### config.mk
export PLATFORM = sky130hd
export DESIGN_NAME = epc_event_priority_controller
export DESIGN_NICKNAME = d
export VERILOG_FILES = /design/src/verilog/epc_pkg.sv /design/src/verilog/epc_event_priority_controller.sv
export VERILOG_INCLUDE_DIRS = /design/src /design/src/verilog
export SDC_FILE = /design/constraint.sdc
export NUM_CORES = 2
export LEC_CHECK = 0
export BUFFER_PORTS_ARGS = -buffer_cell sky130_fd_sc_hd__buf_2
export CORE_ASPECT_RATIO = 0.7
export CORE_MARGIN = 5
export CORE_UTILIZATION = 45
export CTS_CLUSTER_DIAMETER = 120
export CTS_CLUSTER_SIZE = 40
export DETAILED_ROUTE_END_ITERATION = 12
export PLACE_DENSITY = 0.73
export RECOVER_POWER = 100
export SYNTH_ARGS = -nofsm -noshare
export SYNTH_HDL_FRONTEND = slang
export SYNTH_SLANG_ARGS = --single-unit
### constraint.sdc
create_clock -name ref_clk_i -period 8.1 [get_ports ref_clk_i]
set_input_delay 0.81 -clock ref_clk_i [delete_from_list [all_inputs] [get_ports ref_clk_i]]
set_output_delay 0.81 -clock ref_clk_i [all_outputs]
set_load 0.02 [all_outputs]
### src/verilog/epc_defs.svh
`ifndef EPC_DEFS_SVH
`define EPC_DEFS_SVH

// ---------------------------------------------------------------
// Core event numbers, lower number is higher priority
// ---------------------------------------------------------------
`define EPC_NUM_EVT 16
`define EPC_EV_EMU 4'h0
`define EPC_EV_RST 4'h1
`define EPC_EV_NMI 4'h2
`define EPC_EV_EXC 4'h3
`define EPC_EV_HWE 4'h5
`define EPC_EV_TMR 4'h6
`define EPC_GP_BASE 4'h7
`define EPC_NUM_GP 9
`define EPC_GP_MAX 4'h8

// ---------------------------------------------------------------
// Bit groups of the 16-bit core vectors
// ---------------------------------------------------------------
`define EPC_NOMASK_BITS 16'h000f
`define EPC_RSVD_BITS 16'h0010
`define EPC_GP_BITS 16'hff80
`define EPC_RST_ONLY 16'h0002
`define EPC_ZERO16 16'h0000
`define EPC_ONE16 16'h0001

`endif

### src/verilog/epc_pkg.sv
package epc_pkg;

   // Event handed to the pipeline.
   typedef struct packed {
      logic valid;
      logic [3:0] num;
   } epc_take_s;

   // Result of a priority search.
   typedef struct packed {
      logic found;
      logic [3:0] idx;
   } epc_hit_s;

endpackage

### src/verilog/epc_event_priority_controller.sv
`timescale 1ns/10ps
`include "epc_defs.svh"

module epc_event_priority_controller #(
   parameter int NUM_SRC = 56,
   parameter int ADDR_W = 32
) (
   // Clock and reset
   input wire logic ref_clk_i,
   input wire logic rst_n_i,
   // Peripheral requests and nonmaskable pin
   input wire logic [NUM_SRC-1:0] periph_req_i,
   input wire logic nmi_n_i,
   // Dedicated events from core logic
   input wire logic emu_req_i,
   input wire logic reset_req_i,
   input wire logic watchdog_nmi_i,
   input wire logic exception_i,
   input wire logic hw_error_i,
   input wire logic core_timer_i,
   // Software raise of a general level
   input wire logic sw_raise_i,
   input wire logic [3:0] sw_level_i,
   // Source to level assignment
   input wire logic asg_wr_i,
   input wire logic [$clog2(NUM_SRC)-1:0] asg_src_i,
   input wire logic [3:0] asg_level_i,
   // Masking
   input wire logic [15:0] core_mask_i,
   input wire logic gp_enable_i,
   // Pipeline side
   input wire logic [ADDR_W-1:0] pc_i,
   input wire logic rfe_i,
   input wire logic [3:0] rfe_num_i,
   output epc_pkg::epc_take_s event_take_o,
   output logic push_state_o,
   output logic core_reset_o,
   output logic emu_mode_o,
   output logic [ADDR_W-1:0] ret_addr_o,
   // Status
   output logic [15:0] core_latch_o,
   output logic [15:0] core_pending_o,
   output logic [NUM_SRC-1:0] source_status_o
);

   // ---------------------------------------------------------------
   // Parameter checks
   // ---------------------------------------------------------------
   if (NUM_SRC < 2 || NUM_SRC > 64 || ADDR_W < 1) begin : g_chk
      $error("epc: NUM_SRC must be 2..64 and ADDR_W at least 1");
   end

   // ---------------------------------------------------------------
   // Functions
   // ---------------------------------------------------------------
   function automatic epc_pkg::epc_hit_s lowest_set(input logic [15:0] v);
      epc_pkg::epc_hit_s h;
      h = '0;
      for (int i = `EPC_NUM_EVT - 1; i >= 0; i--) begin
         if (v[i]) begin
            h.found = 1'b1;
            h.idx = 4'(i);
         end
      end
      return h;
   endfunction

   // Level offset from level 7 that each source drives after reset.
   function automatic logic [3:0] default_level(input int src);
      logic [3:0] l;
      l = 4'h0;
      if (src >= 14 && src <= 15) l = 4'h1;
      if (src >= 16 && src <= 19) l = 4'h2;
      if ((src >= 20 && src <= 25) || src >= 51) l = 4'h3;
      if (src >= 26 && src <= 31) l = 4'h4;
      if (src >= 32 && src <= 41) l = 4'h5;
      if (src >= 42 && src <= 46) l = 4'h6;
      return l;
   endfunction

   // ---------------------------------------------------------------
   // Input synchronisers and source status
   // ---------------------------------------------------------------
   logic [NUM_SRC-1:0] src_meta_reg;
   logic [NUM_SRC-1:0] src_sync_reg;
   logic nmi_meta_reg;
   logic nmi_sync_reg;

   always_ff @(posedge ref_clk_i or negedge rst_n_i) begin
      if (!rst_n_i) begin
         src_meta_reg <= '0;
         src_sync_reg <= '0;
         nmi_meta_reg <= 1'b1;
         nmi_sync_reg <= 1'b1;
      end else begin
         src_meta_reg <= periph_req_i;
         src_sync_reg <= src_meta_reg;
         nmi_meta_reg <= nmi_n_i;
         nmi_sync_reg <= nmi_meta_reg;
      end
   end

   // ---------------------------------------------------------------
   // System stage: assignment table and routing
   // ---------------------------------------------------------------
   logic [3:0] map_reg [NUM_SRC];
   logic [3:0] map_next [NUM_SRC];
   logic [`EPC_NUM_GP-1:0] gp_in;

   always_comb begin
      map_next = map_reg;
      if (asg_wr_i && int'(asg_src_i) < NUM_SRC && asg_level_i <= `EPC_GP_MAX) begin
         map_next[asg_src_i] = asg_level_i;
      end
      gp_in = '0;
      for (int s = 0; s < NUM_SRC; s++) begin
         for (int g = 0; g < `EPC_NUM_GP; g++) begin
            if (src_sync_reg[s] && map_reg[s] == 4'(g)) begin
               gp_in[g] = 1'b1;
            end
         end
      end
   end

   always_ff @(posedge ref_clk_i or negedge rst_n_i) begin
      if (!rst_n_i) begin
         for (int s = 0; s < NUM_SRC; s++) begin
            map_reg[s] <= default_level(s);
         end
      end else begin
         map_reg <= map_next;
      end
   end

   // ---------------------------------------------------------------
   // Core stage: edge detection, latch and pending
   // ---------------------------------------------------------------
   logic [`EPC_NUM_GP-1:0] gp_prev_reg;
   logic [6:0] ded_prev_reg;
   logic nmi_prev_reg;
   logic [6:0] ded_in;
   logic [15:0] set_vec;
   logic [15:0] eligible;
   logic [15:0] latch_reg;
   logic [15:0] latch_next;
   logic [15:0] pending_reg;
   logic [15:0] pending_next;
   logic [15:0] take_vec;
   logic [15:0] rfe_vec;
   epc_pkg::epc_hit_s cand;
   epc_pkg::epc_hit_s top;
   epc_pkg::epc_take_s take_next;
   logic emu_next;
   logic [ADDR_W-1:0] ret_reg [`EPC_NUM_EVT];

   assign ded_in = {core_timer_i, hw_error_i, 1'b0, exception_i,
                    watchdog_nmi_i, reset_req_i, emu_req_i};

   always_comb begin
      set_vec = `EPC_ZERO16;
      // Dedicated events are pulses or levels of core logic; their rise is caught.
      set_vec[`EPC_EV_EMU] = ded_in[0] & ~ded_prev_reg[0];
      set_vec[`EPC_EV_RST] = ded_in[1] & ~ded_prev_reg[1];
      set_vec[`EPC_EV_NMI] = (ded_in[2] & ~ded_prev_reg[2])
                           | (~nmi_sync_reg & nmi_prev_reg);
      set_vec[`EPC_EV_EXC] = ded_in[3] & ~ded_prev_reg[3];
      set_vec[`EPC_EV_HWE] = ded_in[5] & ~ded_prev_reg[5];
      set_vec[`EPC_EV_TMR] = ded_in[6] & ~ded_prev_reg[6];
      set_vec[15:7] = gp_in & ~gp_prev_reg;
      if (sw_raise_i && sw_level_i >= `EPC_GP_BASE) begin
         set_vec[sw_level_i] = 1'b1;
      end

      eligible = latch_reg & ~`EPC_RSVD_BITS
               & (`EPC_NOMASK_BITS | (core_mask_i
               & (gp_enable_i ? ~`EPC_ZERO16 : ~`EPC_GP_BITS)));
      cand = lowest_set(eligible);
      top = lowest_set(pending_reg);

      take_next = '0;
      take_vec = `EPC_ZERO16;
      if (cand.found && (!top.found || cand.idx < top.idx)) begin
         take_next.valid = 1'b1;
         take_next.num = cand.idx;
         take_vec = `EPC_ONE16 << cand.idx;
      end

      rfe_vec = rfe_i ? (`EPC_ONE16 << rfe_num_i) : `EPC_ZERO16;
      // A new edge in the cycle of acceptance is queued, not lost.
      latch_next = (latch_reg & ~take_vec) | set_vec;
      pending_next = (pending_reg & ~rfe_vec) | take_vec;
      if (take_next.valid && take_next.num == `EPC_EV_RST) begin
         pending_next = `EPC_RST_ONLY;
      end

      emu_next = emu_mode_o;
      if (rfe_i && rfe_num_i == `EPC_EV_EMU) emu_next = 1'b0;
      if (take_next.valid && take_next.num == `EPC_EV_EMU) emu_next = 1'b1;
   end

   always_ff @(posedge ref_clk_i or negedge rst_n_i) begin
      if (!rst_n_i) begin
         gp_prev_reg <= '0;
         ded_prev_reg <= '0;
         nmi_prev_reg <= 1'b1;
         latch_reg <= `EPC_ZERO16;
         pending_reg <= `EPC_ZERO16;
         event_take_o <= '0;
         push_state_o <= 1'b0;
         core_reset_o <= 1'b0;
         emu_mode_o <= 1'b0;
         ret_addr_o <= '0;
         source_status_o <= '0;
         for (int i = 0; i < `EPC_NUM_EVT; i++) begin
            ret_reg[i] <= '0;
         end
      end else begin
         gp_prev_reg <= gp_in;
         ded_prev_reg <= ded_in;
         nmi_prev_reg <= nmi_sync_reg;
         latch_reg <= latch_next;
         pending_reg <= pending_next;
         event_take_o <= take_next;
         push_state_o <= take_next.valid;
         core_reset_o <= take_next.valid && take_next.num == `EPC_EV_RST;
         emu_mode_o <= emu_next;
         source_status_o <= src_sync_reg;
         if (take_next.valid) begin
            ret_reg[take_next.num] <= pc_i;
         end
         if (rfe_i) begin
            ret_addr_o <= ret_reg[rfe_num_i];
         end
      end
   end

   assign core_latch_o = latch_reg;
   assign core_pending_o = pending_reg;
endmodule

==> impl_metrics.json <==
{
  "final_layout_size_suffix_gt1_frac": 0.2988,
  "start_util": 0.4554,
  "total_power_uw": 10600,
  "irDropWorstVdd_mv": 0.1827,
  "switching_power_uw": 3391,
  "ant_nets": 1,
  "slowest_stage": "clkbuf_1",
  "synth_largest_type_area_fraction": 0.5172,
  "synthesis.area_um2": 44800,
  "postCtsResizedCells": 0,
  "routedWlPerCell_um": 32.75,
  "synth.distinct_cells": 77,
  "slowest_delay_ns": 1.62,
  "wl_um": 159000,
  "path_cells": "nor4_1 -> nand2_1 -> ha_1 -> a2111oi_0 -> a21oi_1 -> nor2_1 -> and3_1 -> clkbuf_1 -> mux2_2",
  "p_sw_frac": 0.3199,
  "die_w_um": 387.1,
  "hpwl_um": 114800,
  "drc": 0,
  "setup_tns_ns": 0,
  "ys_top_cells_by_area": "dfrtp_1, mux2_2, mux4_2",
  "firstDrtPassIters": 5,
  "endpoint_kind": "register",
  "synth_flop_cell": "dfrtp_1",
  "vias": 30290,
  "htreeDepth": 1,
  "worstHoldPathType": "input port to register",
  "viasPerCell": 6.240,
  "reg2regPathDepth": 9,
  "cp.depth": 9,
  "period_share": 0.7938,
  "cts-hold-fix-buffers": 0,
  "worst_slew_pin_slew_ns": 4.868,
  "power_density_nw_per_um2": 221.4,
  "layout.nets": 3632,
  "cp_data_arrival_time_ns": 7.02,
  "gr-total-overflow": 0,
  "grt_pass1_wl_um": 225400,
  "core_um2": 98370,
  "grt_usage": 0.2942,
  "clock-sinks": 993,
  "slew_headroom": -2.245,
  "synth-seq-cells": 993,
  "clk_path_buf_depth": 3,
  "io_buffers": 257,
  "critPathLaunchType": "register",
  "worstPathBufferInverterCount": 1,
  "timing.final.hold_violations": 0,
  "pwr-share-comb": 0.210,
  "cts_tree": "built",
  "drt_iter0_markers": 3735,
  "clock_power_share": 0.226,
  "async_flop_share": 1.000,
  "most-common-layout-cells": "dfrtp_1, mux2_2, nand2_1, clkbuf_1, mux4_2",
  "status": "finished with violations",
  "grt_max_degree": 171,
  "crit_type": "register to register",
  "dieArea_um2": 106100,
  "grt_pass1_vias": 29420,
  "worstPathRequired_ns": 8.70,
  "rsz0062_at_grt": "no",
  "min_path_cells": 1,
  "drv_cap": 19,
  "finish.utilization": 0.4867,
  "synth_seq_area_share": 0.5565,
  "syn_area_per_cell_um2": 13.23,
  "syn-num-nets": 3524,
  "final_common_cell": "dfrtp_1",
  "cts_root_buf": "clkbuf_16",
  "post_cts_buffers": 0,
  "p_int_uw": 7210,
  "synth-edff-count": 0,
  "antenna_found_initial": 22,
  "num_rows": 96,
  "whs_ns": 0.1848,
  "post-route-min-period_ns": 6.430,
  "violations": "antenna rules, capacitance limit, slew limit",
  "critPathMaxFanout": 22,
  "leakagePower_uw": 0.02137,
  "yosys_warnings": 0,
  "setup_viol": 0,
  "insertion_delay_ns": 0.70,
  "pwr-share-seq": 0.564,
  "fp.dieH_um": 274.0,
  "syn_inst": 3386,
  "cp_top_family": "simple AND/OR/NAND/NOR gates",
  "final_max_slew_viol_count": 560,
  "skew_ns": 0.03706,
  "cts_made_buffers": 31,
  "synth_top_cell_by_area": "dfrtp_1",
  "syn_to_final_growth_pct": 6.873,
  "io_pins": 263,
  "clk_pin_slew_worst_paths_ns": 0.15,
  "place_congestion": 1.069,
  "largest_reg_flops": 512,
  "max_freq_mhz": 155.5
}
==> layout make-up <==
cell class | instances | area [µm²]
clock inverter | 7 | 163.9
fill | 8643 | 50490
multi-input combinational | 2086 | 18480
clock buffer | 49 | 843.3
antenna | 15 | 37.54
timing repair buffer | 298 | 1453
tap | 1323 | 1655
inverter | 84 | 315.3
sequential | 993 | 24930
==> synthesized netlist by cell type (all sizes together) (4+ instances only) <==
master     n
a22oi     24
or3b      51
nand2b    46
o31ai      5
o2111ai    8
o221ai     6
nor4      84
dfrtp    926
and4b     15
a21oi     20
a31oi      4
nand3b    77
o21ai     62
nor3b     66
or2       11
o32ai     33
nand3     23
mux2     699
or3        6
nand4b     7
nor2b     15
a221o      5
o21a       5
o32a       7
buf       75
o311ai     8
and2       7
a32oi      7
a311oi     6
nand4     20
inv       84
a22o       6
clkbuf   148
dfstp     67
nand2    267
mux4     140
or4        9
nor2     114
a2111oi    4
nor3     108
o22ai     68
and3       9
==> per-layer routing <==
layer,GRT usage,vias up,share of wire
met5,0,-,0.00078
met4,0.04602,20,0.018
met3,0.1085,162,0.12
met2,0.3919,1315,0.39
met1,0.4629,16140,0.47
li1,-,12660,-
==> metrics by stage <==
stage	instance area, µm²	worst slack [ns]	cells
detailed placement	47220	3.173	4784
floorplan	44800	4.304	3386
global route	47850	1.604	4842
finish	47880	1.670	4855
global placement	47220	3.249	4784
CTS	48230	3.333	4840
==> worst paths after layout <==
kind                                 endpoint  slack [ns]         startpoint
setup reg to reg                  ret_reg[59]        1.67  core_pending_o[3]
max in group asynchronous  core_pending_o[15]        3.69            rst_n_i
setup / recovery                  ret_reg[59]        1.67  core_pending_o[3]
hold reg to reg              src_sync_reg[14]        0.35   src_meta_reg[14]
min in group asynchronous        ret_reg[497]        1.59            rst_n_i
hold / removal                   nmi_meta_reg        0.18            nmi_n_i
==> power groups by stage <==
| stage | sequential [µW] | combinational (µW) | clock [µW] |
|---|---|---|---|
| after floorplan | 5950 | 1290 | 0 |
| after global placement | 6020 | 2150 | 0 |
| after detailed placement | 6050 | 2200 | 0 |
| after CTS | 5960 | 2200 | 2450 |
| after global routing | 6040 | 2350 | 2600 |
| final | 5980 | 2220 | 2400 |
==> logic make-up after synthesis <==
| family | after synthesis | synth area share |
|---|---|---|
| flip-flops | 993 | 0.5565 |
| AND/OR/NAND/NOR | 942 | 0.1165 |
| multiplexers | 839 | 0.2484 |
| buffers and inverters | 307 | 0.02938 |
| AO/OA/AOI/OAI | 302 | 0.04840 |
| adder cells (fa/ha/maj) | 3 | 0.0008379 |
==> worst register-to-register path, cell delays in order (launching register included) <==
cell and delay (ns):
dfrtp_1 0.48, nor4_1 0.93, nand2_1 0.33, ha_1 0.35, a2111oi_0 0.61, a21oi_1 0.23, nor2_1 0.49, and3_1 0.80
clkbuf_1 1.64, mux2_2 0.46
Note: power is estimated with default switching activity, not from simulation.
